<file path="src/rtl/ept_consts.svh">
// constants for the five-channel encoder position tracker
// assumes inclusion by rtl files that need sizes, divider counts and resets
`ifndef EPT_CONSTS_SVH
`define EPT_CONSTS_SVH

// ****************************************
// channel and word sizes
// ****************************************
`define EPT_NCH 5
`define EPT_CH_W 3
`define EPT_WORD_W 32
`define EPT_WORD_ZERO 32'h0000_0000
`define EPT_WORD_ONE 32'h0000_0001
`define EPT_NCH_LIMIT 3'h5

// ****************************************
// time signal generator
// ****************************************
// the fast reference rate and the generated rates, in hertz
`define EPT_REF_FAST_HZ 10000
`define EPT_OUT_1K_HZ 1000
`define EPT_OUT_200_HZ 200
`define EPT_OUT_1_HZ 1
// fast-reference pulses per half period of each output
`define EPT_HALF_1K (`EPT_REF_FAST_HZ / (2 * `EPT_OUT_1K_HZ))
`define EPT_HALF_200 (`EPT_REF_FAST_HZ / (2 * `EPT_OUT_200_HZ))
`define EPT_HALF_1 (`EPT_REF_FAST_HZ / (2 * `EPT_OUT_1_HZ))
`define EPT_DIV_W 13
`define EPT_DIV_ZERO 13'h0000
`define EPT_DIV_ONE 13'h0001

`endif

</file>
<file path="src/rtl/ept_pkg.sv">
// types shared by the encoder position tracker
// assumes ept_consts.svh is on the include path
`include "ept_consts.svh"

package ept_pkg;

    // position word carried by counters and latches
    typedef logic [`EPT_WORD_W-1:0] ept_word_t;

    // divider counter type
    typedef logic [`EPT_DIV_W-1:0] ept_div_t;

    // time generator phase: held until the first second mark
    typedef enum logic {
        EPT_GEN_WAIT,
        EPT_GEN_RUN
    } ept_gen_e;

endpackage : ept_pkg

</file>
<file path="src/rtl/ept_tracker_top.sv">
// five-channel quadrature position tracker with time signal generator
// assumes quadrature, index and time reference pins are asynchronous;
// host strobes and read requests come from logic on CLK
`timescale 1ns/1ps
`default_nettype none
`include "ept_consts.svh"

module ept_tracker_top
    import ept_pkg::*;
(
    // clock and reset
    input wire logic CLK,
    input wire logic RESET,
    // encoder and index sensor pins
    input wire logic [`EPT_NCH-1:0] QUAD_A,
    input wire logic [`EPT_NCH-1:0] QUAD_B,
    input wire logic [`EPT_NCH-1:0] INDEX_PULSE,
    // external time references
    input wire logic REF_1HZ,
    input wire logic REF_10KHZ,
    // host side, on CLK
    input wire logic [`EPT_NCH-1:0] COUNTER_CLEAR,
    input wire logic [`EPT_NCH-1:0] INDEX_STATUS_CLEAR,
    input wire logic READ_REQ,
    input wire logic [`EPT_CH_W-1:0] READ_CHANNEL,
    input wire logic LATCH_READ_SELECT,
    output logic [`EPT_WORD_W-1:0] READ_DATA,
    output logic READ_VALID,
    output logic [`EPT_NCH-1:0] INDEX_STATUS,
    // generated clocks and notification
    output logic CLK_200HZ,
    output logic CLK_1KHZ,
    output logic CLK_1HZ,
    output logic TICK_200HZ
);

    // ****************************************
    // shared signals
    // ****************************************
    ept_word_t cnt [0:`EPT_NCH-1];
    ept_word_t rel_latch [0:`EPT_NCH-1];
    ept_word_t idx_latch [0:`EPT_NCH-1];
    logic [`EPT_NCH-1:0] idx_event;
    logic latch_strobe;

    // ****************************************
    // per-channel decoder and tracker
    // ****************************************
    genvar g;
    generate
        for (g = 0; g < `EPT_NCH; g = g + 1) begin : g_ch
            logic a_s1, a_s2, a_d;
            logic b_s1, b_s2, b_d;
            logic i_s1, i_s2, i_d;
            logic cnt_pulse, cnt_up;
            wire a_edge;
            wire b_edge;
            wire next_pulse;
            wire next_up;

            // edge of exactly one input is a valid quadrature step;
            // both at once is a lost phase and is dropped
            assign a_edge = a_s2 ^ a_d;
            assign b_edge = b_s2 ^ b_d;
            assign next_pulse = a_edge ^ b_edge;
            assign next_up = a_d ^ b_s2; // up when b leads a

            // two-flop synchronisers, then one delay for edge detect
            always_ff @(posedge CLK or posedge RESET) begin
                if (RESET) begin
                    a_s1 <= 1'b0;
                    a_s2 <= 1'b0;
                    a_d <= 1'b0;
                    b_s1 <= 1'b0;
                    b_s2 <= 1'b0;
                    b_d <= 1'b0;
                    i_s1 <= 1'b0;
                    i_s2 <= 1'b0;
                    i_d <= 1'b0;
                end else begin
                    a_s1 <= QUAD_A[g];
                    a_s2 <= a_s1;
                    a_d <= a_s2;
                    b_s1 <= QUAD_B[g];
                    b_s2 <= b_s1;
                    b_d <= b_s2;
                    i_s1 <= INDEX_PULSE[g];
                    i_s2 <= i_s1;
                    i_d <= i_s2;
                end
            end

            // index latches on the rising edge of the sensor pulse
            assign idx_event[g] = i_s2 & ~i_d;

            // decoder outputs handed to the tracker
            always_ff @(posedge CLK or posedge RESET) begin
                if (RESET) begin
                    cnt_pulse <= 1'b0;
                    cnt_up <= 1'b0;
                end else begin
                    cnt_pulse <= next_pulse;
                    cnt_up <= next_up;
                end
            end

            // counter: clear beats count; one step per clock is
            // far above the 5 MHz pulse rate
            always_ff @(posedge CLK or posedge RESET) begin
                if (RESET) begin
                    cnt[g] <= `EPT_WORD_ZERO;
                end else if (COUNTER_CLEAR[g]) begin
                    cnt[g] <= `EPT_WORD_ZERO;
                end else if (cnt_pulse) begin
                    cnt[g] <= cnt_up ? cnt[g] + `EPT_WORD_ONE
                                     : cnt[g] - `EPT_WORD_ONE;
                end
            end

            // latches sample the registered counter, never mid-change
            always_ff @(posedge CLK or posedge RESET) begin
                if (RESET) begin
                    rel_latch[g] <= `EPT_WORD_ZERO;
                    idx_latch[g] <= `EPT_WORD_ZERO;
                end else begin
                    if (latch_strobe) begin
                        rel_latch[g] <= cnt[g];
                    end
                    if (idx_event[g]) begin
                        idx_latch[g] <= cnt[g];
                    end
                end
            end

            // status: a new index wins over a clear in the same cycle
            always_ff @(posedge CLK or posedge RESET) begin
                if (RESET) begin
                    INDEX_STATUS[g] <= 1'b0;
                end else if (idx_event[g]) begin
                    INDEX_STATUS[g] <= 1'b1;
                end else if (INDEX_STATUS_CLEAR[g]) begin
                    INDEX_STATUS[g] <= 1'b0;
                end
            end
        end
    endgenerate

    // ****************************************
    // host read port
    // ****************************************
    // a read in the cycle of a strobe sees the word from before it;
    // latch update and read never race inside one cycle
    wire ch_ok;
    wire [`EPT_WORD_W-1:0] sel_word;
    assign ch_ok = READ_CHANNEL < `EPT_NCH_LIMIT;
    assign sel_word = !ch_ok ? `EPT_WORD_ZERO
                    : LATCH_READ_SELECT ? idx_latch[READ_CHANNEL]
                    : rel_latch[READ_CHANNEL];

    always_ff @(posedge CLK or posedge RESET) begin
        if (RESET) begin
            READ_DATA <= `EPT_WORD_ZERO;
            READ_VALID <= 1'b0;
        end else begin
            READ_VALID <= READ_REQ;
            if (READ_REQ) begin
                READ_DATA <= sel_word;
            end
        end
    end

    // ****************************************
    // time signal generator
    // ****************************************
    logic s1_s1, s1_s2, s1_d;
    logic f_s1, f_s2, f_d;
    ept_gen_e gen_state;
    ept_div_t div_1k, div_200, div_1;
    logic next_1k, next_200, next_1hz;
    ept_div_t next_div_1k, next_div_200, next_div_1;
    ept_gen_e next_gen_state;
    wire sec_edge;
    wire fast_edge;

    // reference pulses are short and asynchronous
    always_ff @(posedge CLK or posedge RESET) begin
        if (RESET) begin
            s1_s1 <= 1'b0;
            s1_s2 <= 1'b0;
            s1_d <= 1'b0;
            f_s1 <= 1'b0;
            f_s2 <= 1'b0;
            f_d <= 1'b0;
        end else begin
            s1_s1 <= REF_1HZ;
            s1_s2 <= s1_s1;
            s1_d <= s1_s2;
            f_s1 <= REF_10KHZ;
            f_s2 <= f_s1;
            f_d <= f_s2;
        end
    end

    assign sec_edge = s1_s2 & ~s1_d;
    assign fast_edge = f_s2 & ~f_d;

    // dividers count fast pulses; each half period toggles an output
    always_comb begin
        next_gen_state = gen_state;
        next_div_1k = div_1k;
        next_div_200 = div_200;
        next_div_1 = div_1;
        next_1k = CLK_1KHZ;
        next_200 = CLK_200HZ;
        next_1hz = CLK_1HZ;
        case (gen_state)
            EPT_GEN_WAIT: begin
                if (sec_edge) begin
                    next_gen_state = EPT_GEN_RUN;
                    next_div_1k = `EPT_DIV_ZERO;
                    next_div_200 = `EPT_DIV_ZERO;
                    next_div_1 = `EPT_DIV_ZERO;
                    next_1k = 1'b1;
                    next_200 = 1'b1;
                    next_1hz = 1'b1;
                end
            end
            EPT_GEN_RUN: begin
                if (sec_edge) begin
                    next_div_1k = `EPT_DIV_ZERO;
                    next_div_200 = `EPT_DIV_ZERO;
                    next_div_1 = `EPT_DIV_ZERO;
                    next_1k = 1'b1;
                    next_200 = 1'b1;
                    next_1hz = 1'b1;
                end else if (fast_edge) begin
                    if (div_1k == 13'(`EPT_HALF_1K - 1)) begin
                        next_div_1k = `EPT_DIV_ZERO;
                        next_1k = ~CLK_1KHZ;
                    end else begin
                        next_div_1k = div_1k + `EPT_DIV_ONE;
                    end
                    if (div_200 == 13'(`EPT_HALF_200 - 1)) begin
                        next_div_200 = `EPT_DIV_ZERO;
                        next_200 = ~CLK_200HZ;
                    end else begin
                        next_div_200 = div_200 + `EPT_DIV_ONE;
                    end
                    if (div_1 == 13'(`EPT_HALF_1 - 1)) begin
                        next_div_1 = `EPT_DIV_ZERO;
                        next_1hz = ~CLK_1HZ;
                    end else begin
                        next_div_1 = div_1 + `EPT_DIV_ONE;
                    end
                end
            end
            default: begin
                next_gen_state = EPT_GEN_WAIT;
            end
        endcase
    end

    // a restart that lands on a natural rising edge gives one strobe
    assign latch_strobe = TICK_200HZ;

    always_ff @(posedge CLK or posedge RESET) begin
        if (RESET) begin
            gen_state <= EPT_GEN_WAIT;
            div_1k <= `EPT_DIV_ZERO;
            div_200 <= `EPT_DIV_ZERO;
            div_1 <= `EPT_DIV_ZERO;
            CLK_1KHZ <= 1'b0;
            CLK_200HZ <= 1'b0;
            CLK_1HZ <= 1'b0;
            TICK_200HZ <= 1'b0;
        end else begin
            gen_state <= next_gen_state;
            div_1k <= next_div_1k;
            div_200 <= next_div_200;
            div_1 <= next_div_1;
            CLK_1KHZ <= next_1k;
            CLK_200HZ <= next_200;
            CLK_1HZ <= next_1hz;
            TICK_200HZ <= next_200 & ~CLK_200HZ;
        end
    end

endmodule // ept_tracker_top
`default_nettype wire

</file>
<file path="config.mk">
export PLATFORM = sky130hd
export DESIGN_NAME = ept_tracker_top
export DESIGN_NICKNAME = d
export VERILOG_FILES = /design/src/rtl/ept_pkg.sv /design/src/rtl/ept_tracker_top.sv
export VERILOG_INCLUDE_DIRS = /design/src /design/src/rtl
export SDC_FILE = /design/constraint.sdc
export NUM_CORES = 2
export LEC_CHECK = 0
export BUFFER_PORTS_ARGS = -buffer_cell sky130_fd_sc_hd__buf_4
export CAP_MARGIN = 20
export CELL_PAD_IN_SITES_DETAIL_PLACEMENT = 0
export CELL_PAD_IN_SITES_GLOBAL_PLACEMENT = 1
export CORE_MARGIN = 2
export CORE_UTILIZATION = 51
export DETAILED_ROUTE_END_ITERATION = 8
export GPL_TIMING_DRIVEN = 0
export HOLD_SLACK_MARGIN = 0.08
export PLACE_DENSITY_LB_ADDON = 0.1
export SLEW_MARGIN = 20
export SYNTH_ARGS = -nofsm -noshare
export SYNTH_HDL_FRONTEND = slang
export SYNTH_SLANG_ARGS = --single-unit
</file>
<file path="constraint.sdc">
create_clock -name CLK -period 24.6 [get_ports CLK]
set_clock_uncertainty 0.15 [all_clocks]
set_input_delay 1.23 -clock CLK [delete_from_list [all_inputs] [get_ports CLK]]
set_output_delay 1.23 -clock CLK [all_outputs]
set_load 0.01 [all_outputs]
</file>
==> metrics.yaml <==
place:
  pre_cts_ws_ns: 20.12
  place.gp.congestion: 0.883
  place_hpwl_um: 61800
  numPortBuffers: 71
yosys:
  ys.flop_type: "dfrtp_1"
  synth_seq_area_share_pct: 47.2
  synth.distinct_cells: 75
  synth_edf_count: 0
  syn_avg_cell_area_um2: 11.2
  syn_area_um2: 33000
  synth_top_cell_by_area: "dfrtp_1"
  ys_seq_elements: 623
  synth_area_leaders: "dfrtp_1 47%, mux2_2 11%, ha_1 5.9%"
  async_flop_share_pct: 100
  synth_warnings: 0
  synth_top_area_share_pct: 47.2
  syn_nets: 3150
  synth_most_common_cell: "dfrtp_1"
  netlist_instances: 2956
  synth_commonest_cells: "623 x dfrtp_1, 322 x mux2_2, 242 x nor2_1"
sta:
  slew_headroom_pct: 34.4
  timing.final.hold_violations: 0
  final-setup-viol-count: 0
  totalNegativeSetupSlack_ns: 0
  fmax_mhz: 228
  finalCritPeriodShare_pct: 17.8
  layout_min_cycle_time_ns: 4.38
  timing.final.ws_setup_ns: 20.22
  grt_setup_unrepaired: "no"
  hold_ws_ns: 0.198
  slew_violations: 0
  tightest_slew_ns: 0.984
worst_setup_path:
  crit_top_cell: "o21ai_0"
  critical-path-top-delay-family: "compound AO/OA/AOI/OAI gates"
  slowest_stage: "inv_2"
  cp-end-kind: "register"
  cp_num_buf_inv: 1
  critical_path_class: "register to register"
  start_kind: "register"
  worstPathCellList: "inv_2, ha_1, a2111oi_0, o21ai_0, a211o_1, a2111oi_2, o21ai_0, nand2_1, o41a_1, mux2i_1, mux2_2"
  critPathMaxFanout: 32
  worstPathArrival_ns: 4.74
  crit_path_max_incr_delay_ns: 0.52
  critPathRequiredTime_ns: 24.95
drt:
  drt-vias-per-instance: 5.91
  routed_wl_um: 85100
  ant_nets: 0
  drt-wirelength-per-cell_um: 21.2
  num_vias: 23700
  drtIter0Drc: 1580
  drc: 0
  dr.pass1.iters: 7
clock_tree:
  cts_root_buf: "clkbuf_16"
  cts.repair.resized: 0
  cts_max_level: 3
  cts_sinks: 623
  cts_max_path_buffers: 3
  clkTransAtPathRegs_ns: 0.06
  clk_latency_ns: 0.61
  cts_hold_buf: 0
  cts_inserted_buffers: 71
  post_cts_buffers: 0
  tritoncts: "done"
floorplan:
  die-area_um2: 66800
  core_area_um2: 64200
  die_y_um: 258
  start_util_pct: 51.4
  pin_count: 76
  die_x_um: 258
  rows: 93
outcome:
  outcome: "finished clean"
finish:
  layout.nets: 3300
  postLayoutCoreUtil_pct: 58.0
  drive_gt1_share_pct: 18.0
  syn2layout_area_growth_pct: 12.9
grt:
  grt_pass1_vias: 24100
  grt_overflow_total: 0
  grt_pass1_wl_um: 135000
  grt_max_degree: 103
  antenna_found_initial: 1
  globalRouteTotalUtil_pct: 25.8
power:
  total_power_w: 0.00406
  leakage_nw: 17.6
  peakVddDrop_uv: 63.6
  powerDensity_nw_per_um2: 109
run:
  max_cap_viol_count: 0
hold_path:
  hold_path_class: "register to register"
## worst register-to-register path: cells and delay by family, from the launching register on
family                   cells  cell delay [ns]
buffers and inverters        1             0.52
flip-flops                   1             0.38
AO/OA/AOI/OAI                6             2.06
multiplexers                 2             0.55
AND/OR/NAND/NOR              1             0.17
adder cells (fa/ha/maj)      1             0.45
## power breakdown
part / total, W / internal (W) / switching (W)
clock: 0.00112 / 0.000684 / 0.000435
combinational: 0.00141 / 0.000659 / 0.000755
sequential: 0.00153 / 0.00129 / 0.000242
total: 0.00406 / 0.00263 / 0.00143
## cell families after synthesis
logic type | Yosys count | synth area share, %
buf+inv | 234 | 2.66
simple gates | 616 | 8.85
flops | 623 | 47.2
fa+ha+maj | 160 | 6.17
xor+xnor | 166 | 4.40
mux | 475 | 16.9
compound gates | 682 | 13.9
## per-stage QoR
| step | area, µm² | std cells |
|---|---|---|
| 3_5_place_dp | 34800 | 3888 |
| 2_1_floorplan | 33000 | 2956 |
| 4_1_cts | 37300 | 4012 |
| 5_1_grt | 37300 | 4013 |
| 3_3_place_gp | 34600 | 3882 |
| 6_report | 37300 | 4013 |
## sequential cells by signal, summed over array words and instances (netlist names), 13 cells and up
name,cells
cnt,160
idx_latch,160
rel_latch,160
READ_DATA,32
div_1,13
div_1k,13
div_200,13
## final timing paths
path                           startpoint          end  slack [ns]  cells after the start
min reg2reg                          f_s1         f_s2        0.20                      0
min                                  f_s1         f_s2        0.20                      0
max in group asynchronous           RESET       cnt[0]       22.06                      5
max reg2reg                g_ch[0].cnt_up     cnt[159]       20.22                     11
min in group asynchronous           RESET  g_ch[1].a_d        0.51                      2
max                        g_ch[0].cnt_up     cnt[159]       20.22                     11
## layout by cell type (no fill, tap or decap), types with 28 or more instances in the layout
| master | n |
|---|---|
| xor2_1 | 53 |
| nand2_1 | 128 |
| inv_1 | 84 |
| nand2b_1 | 28 |
| a21o_1 | 74 |
| xnor2_1 | 113 |
| nand3_1 | 43 |
| nor2b_1 | 55 |
| a211oi_1 | 68 |
| buf_4 | 71 |
| o32ai_1 | 36 |
| o22ai_1 | 37 |
| dfrtp_1 | 623 |
| a21oi_1 | 187 |
| clkbuf_1 | 143 |
| o21ai_0 | 94 |
| ha_1 | 155 |
| mux2_2 | 322 |
| nor2_1 | 242 |
| mux4_2 | 33 |
| clkbuf_16 | 72 |
| mux2i_1 | 120 |
| a221oi_1 | 33 |
## final cells by class
class / instances / area (µm²)
sequential: 623 / 15600
tap: 855 / 1070
timing repair buffer: 77 / 698
buffer: 143 / 537
fill: 5438 / 27000
multi-input combinational: 2099 / 16600
inverter: 91 / 349
clock inverter: 25 / 438
clock buffer: 99 / 2030
antenna: 1 / 2.50
## metal layers
layer	GRT usage [%]	vias up	share of wire (%)
li1	-	11100	-
met1	34.3	12000	44
met2	42.9	461	49
met3	4.48	121	4.8
met4	8.51	0	2.7
met5	0	-	0
(Power assumes the default switching activity.)
